===== config.mk =====
export PLATFORM = sky130hd
export DESIGN_NAME = sid_step_interpolator
export DESIGN_NICKNAME = d
export VERILOG_FILES = /design/src/hw/sid_pkg.sv /design/src/hw/sid_diag_pin.sv /design/src/hw/sid_step_interpolator.sv
export SDC_FILE = /design/constraint.sdc
export NUM_CORES = 1
export LEC_CHECK = 0
export BUFFER_PORTS_ARGS = -buffer_cell sky130_fd_sc_hd__buf_4
export CAP_MARGIN = 25
export CORE_ASPECT_RATIO = 1.4
export CORE_MARGIN = 1.5
export CORE_UTILIZATION = 45
export DETAILED_ROUTE_END_ITERATION = 10
export HOLD_SLACK_MARGIN = 0.03
export PLACE_DENSITY = 0.66
export SYNTH_ARGS = -nofsm -noshare
export SYNTH_HDL_FRONTEND = slang
export SYNTH_SLANG_ARGS = --single-unit

===== constraint.sdc =====
create_clock -name mclk_i -period 5.1 [get_ports mclk_i]
set_input_delay 0.765 -clock mclk_i [delete_from_list [all_inputs] [get_ports mclk_i]]
set_output_delay 0.765 -clock mclk_i [all_outputs]
set_load 0.03 [all_outputs]

===== src/hw/sid_pkg.sv =====
// shared constants for the step interpolator and diagnostic block
package sid_pkg;
  localparam int SID_INTERP_RES = 256;
  localparam int SID_INTERP_LOG2 = 8;
  localparam int SID_SENS_SHIFT = 4;
  localparam logic [3:0] SID_MRES_MAX = 4'h8;
  localparam int SID_MSCNT_W = 10;
  localparam int SID_ITV_W = 20;
  localparam int SID_STST_LOG2 = 20;
  localparam int SID_STST_FAST_LOG2 = 18;
  localparam logic [3:0] SID_OFF_TIME_LOAD_MAX = 4'h8;
  localparam logic [23:0] SID_VDC_OFF = 24'h000000;
  localparam logic [2:0] SID_SRC_STALL = 3'h0;
  localparam logic [2:0] SID_SRC_INDEX = 3'h1;
  localparam logic [2:0] SID_SRC_CHOP_ON = 3'h2;
  localparam logic [2:0] SID_SRC_SKIP = 3'h3;
  localparam logic [2:0] SID_SRC_STST = 3'h4;
  localparam logic [9:0] SID_MSCNT_ZERO = 10'h000;
endpackage


===== src/hw/sid_diag_pin.sv =====
`timescale 1ns/1ps
// one configurable diagnostic pin: source select, force low, drive type
module sid_diag_pin
  import sid_pkg::*;
(
  input wire logic [2:0] src_sel_i,
  input wire logic [4:0] src_vec_i,
  input wire logic push_pull_i,
  input wire logic force_low_i,
  output logic pin_o,
  output logic pin_oe_o
);
  logic active;
  logic src_bit;
  // unused source codes read as inactive
  assign src_bit = (src_sel_i <= SID_SRC_STST) ? src_vec_i[src_sel_i] : 1'b0;
  assign active = src_bit & ~force_low_i;
  // open drain pulls low when active; push-pull drives active high
  assign pin_o = force_low_i ? 1'b0 : (push_pull_i ? active : 1'b0);
  assign pin_oe_o = force_low_i | push_pull_i | active;
endmodule // sid_diag_pin


===== src/hw/sid_step_interpolator.sv =====
`timescale 1ns/1ps
// step interpolation, standstill detection and diagnostic outputs
module sid_step_interpolator
  import sid_pkg::*;
#(
  parameter int STST_LOG2 = SID_STST_LOG2,
  parameter int STST_FAST_LOG2 = SID_STST_FAST_LOG2
) (
  input wire logic mclk_i,
  input wire logic rst_n_i,
  input wire logic por_active_i,
  input wire logic step_i,
  input wire logic dir_i,
  input wire logic intpol_en_i,
  input wire logic dedge_i,
  input wire logic fast_standstill_i,
  input wire logic [3:0] mres_i,
  input wire logic [4:0] run_current_i,
  input wire logic [4:0] holding_current_i,
  input wire logic quiet_chop_en_i,
  input wire logic load_mode_en_i,
  input wire logic vhigh_fs_i,
  input wire logic vhigh_chm_i,
  input wire logic [3:0] off_time_i,
  input wire logic [22:0] min_commutation_velocity_i,
  input wire logic [22:0] velocity_i,
  input wire logic [9:0] load_ref_pulse_width_i,
  input wire logic [7:0] load_mode_stall_sens_i,
  input wire logic [9:0] load_value_i,
  input wire logic motor_ready_i,
  input wire logic coil_a_on_i,
  input wire logic coil_b_on_i,
  input wire logic [2:0] diag0_src_i,
  input wire logic diag0_pp_i,
  input wire logic [2:0] diag_out_one_src_i,
  input wire logic diag_out_one_pp_i,
  output logic [9:0] mscnt_o,
  output logic microstep_o,
  output logic standstill_o,
  output logic [4:0] current_setpoint_o,
  output logic load_mode_active_o,
  output logic fullstep_o,
  output logic [3:0] eff_off_time_o,
  output logic [8:0] load_value_o,
  output logic stall_o,
  output logic diag_out_zero_o,
  output logic diag_out_zero_oe_o,
  output logic diag_out_one_o,
  output logic diag_out_one_oe_o
);
  // synchronised pins
  logic step_s1;
  logic step_s2;
  logic step_s3;
  logic dir_s1;
  logic dir_s2;

  // step interval timing and interpolation
  logic [SID_ITV_W-1:0] itv_cnt;
  logic [SID_ITV_W-1:0] last_itv;
  logic [SID_ITV_W-1:0] sub_cnt;
  logic [8:0] ms_left;
  logic standstill;

  // microstep position and diagnostic sources
  logic [9:0] mscnt;
  logic index_q;
  logic skip_tgl;
  logic chop_sel;
  logic chop_on;

  // load-dependent commutation state
  logic [8:0] load_value;
  logic [9:0] stall_cnt;
  logic stall;
  logic [4:0] cur_q;
  logic load_active_q;
  logic fullstep_q;

  // falling edge counts only with both-edge stepping
  wire logic rise = step_s2 & ~step_s3;
  wire logic fall = ~step_s2 & step_s3;
  wire logic step_edge = rise | (dedge_i & fall);

  // microsteps per input step, clamped at full step width
  wire logic [3:0] mres_eff = (mres_i > SID_MRES_MAX)
    ? SID_MRES_MAX : mres_i;
  wire logic [8:0] step_width =
    9'(SID_INTERP_RES >> (SID_INTERP_LOG2 - int'(mres_eff)));
  wire logic [SID_ITV_W-1:0] sub_period = last_itv >> SID_INTERP_LOG2;
  wire logic [SID_ITV_W-1:0] st_limit = fast_standstill_i
    ? SID_ITV_W'((64'h1 << STST_FAST_LOG2) - 64'h1)
    : SID_ITV_W'((64'h1 << STST_LOG2) - 64'h1);
  wire logic st_expired = itv_cnt >= st_limit;

  // load-dependent commutation qualification
  wire logic interp = intpol_en_i & ~load_active_q;
  wire logic vdc_on =
    {1'b0, min_commutation_velocity_i} != SID_VDC_OFF;
  wire logic load_ok = load_mode_en_i & ~quiet_chop_en_i & vdc_on
    & vhigh_fs_i & vhigh_chm_i;
  wire logic above_vdc = velocity_i >= min_commutation_velocity_i;
  wire logic load_enter = load_ok & above_vdc;

  // microstep stepping
  wire logic sub_tick = interp & (ms_left != 9'h000)
    & (sub_cnt >= sub_period);
  wire logic skip_step = load_active_q & ~motor_ready_i & step_edge;
  wire logic exec_direct = step_edge & ~interp & ~skip_step;
  wire logic [9:0] move = exec_direct ? {1'b0, step_width} : 10'h001;
  wire logic do_move = exec_direct | sub_tick;
  wire logic [9:0] next_mscnt = dir_s2 ? mscnt - move : mscnt + move;
  wire logic next_index = next_mscnt == SID_MSCNT_ZERO;

  // stall threshold from reference pulse width and sensitivity
  wire logic [9:0] sens_thr = 10'(load_ref_pulse_width_i >> SID_SENS_SHIFT)
    + {2'h0, ~load_mode_stall_sens_i};
  wire logic stall_reached = stall_cnt >= sens_thr;
  wire logic stall_clear = ~load_active_q | motor_ready_i;
  wire logic [4:0] src_vec = {standstill, skip_tgl, chop_on, index_q, stall};

  always_ff @(posedge mclk_i or negedge rst_n_i) begin
    if (!rst_n_i) begin
      step_s1 <= 1'b0;
      step_s2 <= 1'b0;
      step_s3 <= 1'b0;
    end else begin
      step_s1 <= step_i;
      step_s2 <= step_s1;
      step_s3 <= step_s2;
    end
  end

  always_ff @(posedge mclk_i or negedge rst_n_i) begin
    if (!rst_n_i) begin
      dir_s1 <= 1'b0;
      dir_s2 <= 1'b0;
    end else begin
      dir_s1 <= dir_i;
      dir_s2 <= dir_s1;
    end
  end

  // step interval measurement
  always_ff @(posedge mclk_i or negedge rst_n_i) begin
    if (!rst_n_i) begin
      itv_cnt <= '0;
    end else if (step_edge) begin
      itv_cnt <= '0;
    end else if (!st_expired) begin
      itv_cnt <= itv_cnt + 1'b1;
    end
  end

  always_ff @(posedge mclk_i or negedge rst_n_i) begin
    if (!rst_n_i) begin
      last_itv <= '1;
    end else if (step_edge) begin
      last_itv <= itv_cnt;
    end else if (st_expired) begin
      last_itv <= '1;
    end
  end

  // standstill timeout, cleared by the next active edge
  always_ff @(posedge mclk_i or negedge rst_n_i) begin
    if (!rst_n_i) begin
      standstill <= 1'b0;
    end else if (step_edge) begin
      standstill <= 1'b0;
    end else if (st_expired) begin
      standstill <= 1'b1;
    end
  end

  // interpolated microstep generator
  always_ff @(posedge mclk_i or negedge rst_n_i) begin
    if (!rst_n_i) begin
      sub_cnt <= '0;
      ms_left <= '0;
    end else if (step_edge & interp) begin
      ms_left <= step_width;
      sub_cnt <= '0;
    end else if (sub_tick) begin
      ms_left <= ms_left - 1'b1;
      sub_cnt <= '0;
    end else begin
      sub_cnt <= sub_cnt + 1'b1;
    end
  end

  // microstep counter position
  always_ff @(posedge mclk_i or negedge rst_n_i) begin
    if (!rst_n_i) begin
      mscnt <= SID_MSCNT_ZERO;
    end else if (do_move) begin
      mscnt <= next_mscnt;
    end
  end

  always_ff @(posedge mclk_i or negedge rst_n_i) begin
    if (!rst_n_i) begin
      index_q <= 1'b0;
    end else if (do_move) begin
      index_q <= next_index;
    end
  end

  always_ff @(posedge mclk_i or negedge rst_n_i) begin
    if (!rst_n_i) begin
      skip_tgl <= 1'b0;
    end else if (skip_step) begin
      skip_tgl <= ~skip_tgl;
    end
  end

  always_ff @(posedge mclk_i or negedge rst_n_i) begin
    if (!rst_n_i) begin
      microstep_o <= 1'b0;
    end else begin
      microstep_o <= do_move;
    end
  end

  // chopper on-state alternates between the two coils
  always_ff @(posedge mclk_i or negedge rst_n_i) begin
    if (!rst_n_i) begin
      chop_sel <= 1'b0;
      chop_on <= 1'b0;
    end else begin
      chop_sel <= ~chop_sel;
      chop_on <= chop_sel ? coil_b_on_i : coil_a_on_i;
    end
  end

  always_ff @(posedge mclk_i or negedge rst_n_i) begin
    if (!rst_n_i) begin
      load_value <= '0;
    end else begin
      load_value <= load_value_i[8:0];
    end
  end

  // load-dependent commutation and fullstep switching
  always_ff @(posedge mclk_i or negedge rst_n_i) begin
    if (!rst_n_i) begin
      load_active_q <= 1'b0;
      fullstep_q <= 1'b0;
    end else begin
      load_active_q <= load_enter;
      fullstep_q <= load_enter;
    end
  end

  // holding current while at standstill
  always_ff @(posedge mclk_i or negedge rst_n_i) begin
    if (!rst_n_i) begin
      cur_q <= '0;
    end else begin
      cur_q <= standstill ? holding_current_i : run_current_i;
    end
  end

  // blocked motor: not-ready cycles counted against the threshold
  always_ff @(posedge mclk_i or negedge rst_n_i) begin
    if (!rst_n_i) begin
      stall_cnt <= '0;
      stall <= 1'b0;
    end else if (stall_clear) begin
      stall_cnt <= '0;
      stall <= 1'b0;
    end else if (stall_reached) begin
      stall <= 1'b1;
    end else begin
      stall_cnt <= stall_cnt + 1'b1;
    end
  end

  sid_diag_pin u_diag0 (
    .src_sel_i(diag0_src_i),
    .src_vec_i(src_vec),
    .push_pull_i(diag0_pp_i),
    .force_low_i(por_active_i),
    .pin_o(diag_out_zero_o),
    .pin_oe_o(diag_out_zero_oe_o)
  );

  sid_diag_pin u_diag_out_one (
    .src_sel_i(diag_out_one_src_i),
    .src_vec_i(src_vec),
    .push_pull_i(diag_out_one_pp_i),
    .force_low_i(1'b0),
    .pin_o(diag_out_one_o),
    .pin_oe_o(diag_out_one_oe_o)
  );

  assign mscnt_o = mscnt;
  assign standstill_o = standstill;
  assign current_setpoint_o = cur_q;
  assign load_mode_active_o = load_active_q;
  assign fullstep_o = fullstep_q;
  assign eff_off_time_o = (load_active_q && off_time_i > SID_OFF_TIME_LOAD_MAX)
    ? SID_OFF_TIME_LOAD_MAX : off_time_i;
  assign load_value_o = load_value;
  assign stall_o = stall;
endmodule // sid_step_interpolator


==> qor.csv <==
metric,value,unit
pin_count,152,
ctsRootBufferMaster,clkbuf_16,
track_usage,0.190,
drv_cap,0,
drt_wl_total,14.9,mm
powerDensity,323,nW/µm²
start_kind,primary input,
pwr-share-seq,0.382,
ys_ff_latch,108,
postSynthNetCount,951,
cts_resized,0,
core,15500,µm²
synthArstFlopShare,1.00,
dr.pass1.iters,4,
synth_xor_area_frac,0.0768,
synth_top_family_by_area,simple AND/OR/NAND/NOR gates,
cts_hold_buf,0,
multi_input_comb_area,3960,µm²
area_growth,22.4,%
slowest_stage,a2111oi_0,
insertion_delay,0.36,ns
dp_hpwl,11.6,mm
synthFlopType,dfrtp_1,
synth_top_area_frac,0.340,
p_sw_frac,0.354,
dpl.cell_count,1095,
p_leak,4.07,nW
synth.avg_cell_area,9.22,µm²
internal_power,0.00181,W
max_slew_margin,0.550,
gr-total-overflow,0,
path_delay_family,compound AO/OA/AOI/OAI gates,
fin_crit_sh,0.816,
clkTransAtPathRegs,0.07,ns
numPortBuffers,146,
drive_gt1_frac,0.233,
grt_pass1_vias,5711,
die_w,109,µm
fmax,240,MHz
path_max_fanout,7,
stdcell_area,8650,µm²
syn-cell-area,7070,µm²
via_per_inst,5.23,
cts_max_level,3,
cpPeakStageDelay,0.40,ns
post-route-drc-count,0,
cp_cell_sequence,buf_4 > clkinv_2 > nand2_1 > ha_1 > clkinv_1 > mux2i_1 > and2_1 > nand2_1 > ha_1 > a2111oi_0 > a31oi_1 > nand2_1 > ha_1 > a21oi_1 > nor2b_1 > nor2_1 > a211oi_1 > o21ai_0 > xnor2_1 > mux2_2,
setup_tns,0,ns
post_cts_buffers,0,
critPathKind,primary input to flop,
grt_pass1_wl,25.1,mm
critPathBufInv,3,
vias,5811,
wire_per_inst,13.4,µm
yosysUniqueCellTypes,70,
gp_congestion,0.831,
cts_tree,built,
yosys.area.top_type,dfrtp_1,
rsz0062_at_grt,false,
cts-buffers-inserted,9,
ant_nets,0,
fin_cells,1112,
synth-simple-area-share,0.192,
drt-initial-drc-count,125,
placed_cell_area,8330,µm²
synth_compound_area_frac,0.136,
hold_viol_final,0,
max-vdd-ir-drop,0.000224,V
rows,54,
seq_area,2720,µm²
cts.path.max_buffers,2,
crit_arrival,4.41,ns
layout_min_cycle_time,4.16,ns
insertedDiodeCount,0,
skew,0.00868,ns
fillCellCount,1453,
pwr-share-clk,0.253,
synthMuxAreaShare,0.0313,
synthCells,767,
power,0.00280,W
end_kind,flop,
antenna_found_initial,0,
die-area,16500,µm²
synth_top_cells_by_area,"dfrtp_1 (34%), ha_1 (12%), nor2_1 (5.1%), xor2_1 (4.7%), dfstp_2 (4.5%)",
clock_sinks,108,
p_comb_frac,0.365,
status,"finished, final reports clean",
die_h,151,µm
cp.required,5.35,ns
setup_viol,0,
grt_max_degree,82,
nNetsFinal,1095,
ys_warn_count,0,
synth-edff-count,0,
power.switching,0.000991,W
ys_seq_area_frac,0.384,
drv_slew,0,
hold_class,flop to flop,
start_util,0.457,
synthAdderAreaFrac,0.124,
tightest_slew,0.674,ns
-- registers in the layout, indices dropped and copies added (netlist names), 5 cells and up --
register / count
current_setpoint_o: 5
itv_cnt: 20
last_itv: 12
load_value_o: 9
ms_left: 9
mscnt_o: 10
stall_cnt: 10
sub_cnt: 20
-- cells in the final DEF (no fill, tap or decap), types with 3 or more instances in the layout --
| cell type | count |
|---|---|
| and3_1 | 7 |
| nand4_1 | 18 |
| dfstp_2 | 12 |
| a21oi_2 | 3 |
| a211oi_1 | 4 |
| o21a_1 | 9 |
| dfrtp_1 | 96 |
| xor2_1 | 38 |
| clkbuf_16 | 9 |
| and4_1 | 4 |
| or3_1 | 6 |
| nand2_1 | 60 |
| nor2_1 | 97 |
| and2_1 | 4 |
| o211ai_1 | 5 |
| a21oi_1 | 30 |
| a21o_1 | 13 |
| nor4_1 | 7 |
| o21bai_1 | 4 |
| mux2_2 | 11 |
| a31oi_1 | 4 |
| buf_4 | 153 |
| inv_1 | 67 |
| nor2b_1 | 11 |
| xnor2_1 | 24 |
| o21ai_1 | 10 |
| nand2b_1 | 6 |
| o31ai_1 | 6 |
| mux2i_1 | 3 |
| nor3_1 | 13 |
| o21ai_0 | 33 |
| ha_1 | 67 |
| nand3_1 | 28 |
-- synthesized netlist by cell type, drive strengths merged, types with 9 or more instances --
cell type / count
ha: 67
nand2: 60
nor2b: 11
dfstp: 12
inv: 67
xnor2: 24
nand4: 18
a21oi: 33
mux2: 11
nand3: 28
o21a: 9
clkbuf: 9
a21o: 13
nor3: 13
nor2: 98
xor2: 38
buf: 12
nor4: 9
o21ai: 43
dfrtp: 96
-- power by group through the flow --
| stage | Sequential (W) | Clock (W) | Combinational (W) |
|---|---|---|---|
| after floorplan | 0.00116 | 0 | 0.000659 |
| after global placement | 0.00108 | 0 | 0.00102 |
| after detailed placement | 0.00108 | 0 | 0.00103 |
| after CTS | 0.00107 | 0.000729 | 0.00103 |
| after global routing | 0.00108 | 0.000763 | 0.00115 |
| final | 0.00107 | 0.000709 | 0.00102 |
-- path summary, 6_finish.rpt --
check | startpoint | end | slack (ns) | depth (start not counted)
max reg2reg | fullstep_o | mscnt_o[9] | 1.13 | 15
min reg2reg | dir_s1 | dir_s2 | 0.36 | 0
min | dir_s1 | dir_s2 | 0.36 | 0
min in group asynchronous | rst_n_i | load_value_o[7] | 0.37 | 1
max in group asynchronous | rst_n_i | last_itv[18] | 3.68 | 3
max | mres_i[3] | mscnt_o[9] | 0.94 | 20
-- stage by stage --
stage / util / worst slack, ns / hold WS (ns)
after CTS: 0.558 / 0.976 / 0.364
after global placement: 0.538 / 0.671 / 0.335
after global routing: 0.559 / 0.519 / 0.367
after floorplan: - / 0.746 / 0.331
final: 0.559 / 0.940 / 0.358
after detailed placement: 0.538 / 0.605 / 0.347
-- logic make-up (layout without fill, tap and decap cells) --
kind of cell               count (synthesis)  count (layout)
adders and majority gates                 69              69
buffers and inverters                     90             239
AOI/OAI and AO/OA                        143             143
muxes                                     17              17
xor gates and xnor gates                  62              62
and+or+nand+nor                          278             278
DFF                                      108             108
-- worst reg2reg max path: stages, from the launching register on --
cell	delay (ns)
dfrtp_1	0.45
nand2b_1	0.34
and3_1	0.49
nand2_1	0.11
ha_1	0.27
a2111oi_0	0.40
a31oi_1	0.08
nand2_1	0.08
ha_1	0.26
a21oi_1	0.18
nor2b_1	0.20
nor2_1	0.06
a211oi_1	0.33
o21ai_0	0.17
xnor2_1	0.18
mux2_2	0.28
-- layer usage --
metal,up-vias,track usage,part of all wire
met5,-,0,0
met1,2735,0.212,0.40
li1,2944,-,-
met3,17,0.0357,0.045
met2,115,0.361,0.55
met4,0,0.0539,0.011
-- cell type report --
type	count	area share
multi-input cells	569	0.457
inverters	69	0.0301
well taps	196	0.0283
repair buffers	154	0.136
flip-flops and latches	108	0.314
clock buffers	12	0.0285
clock inverters	4	0.00578
Power figures use the tool's default switching activity.
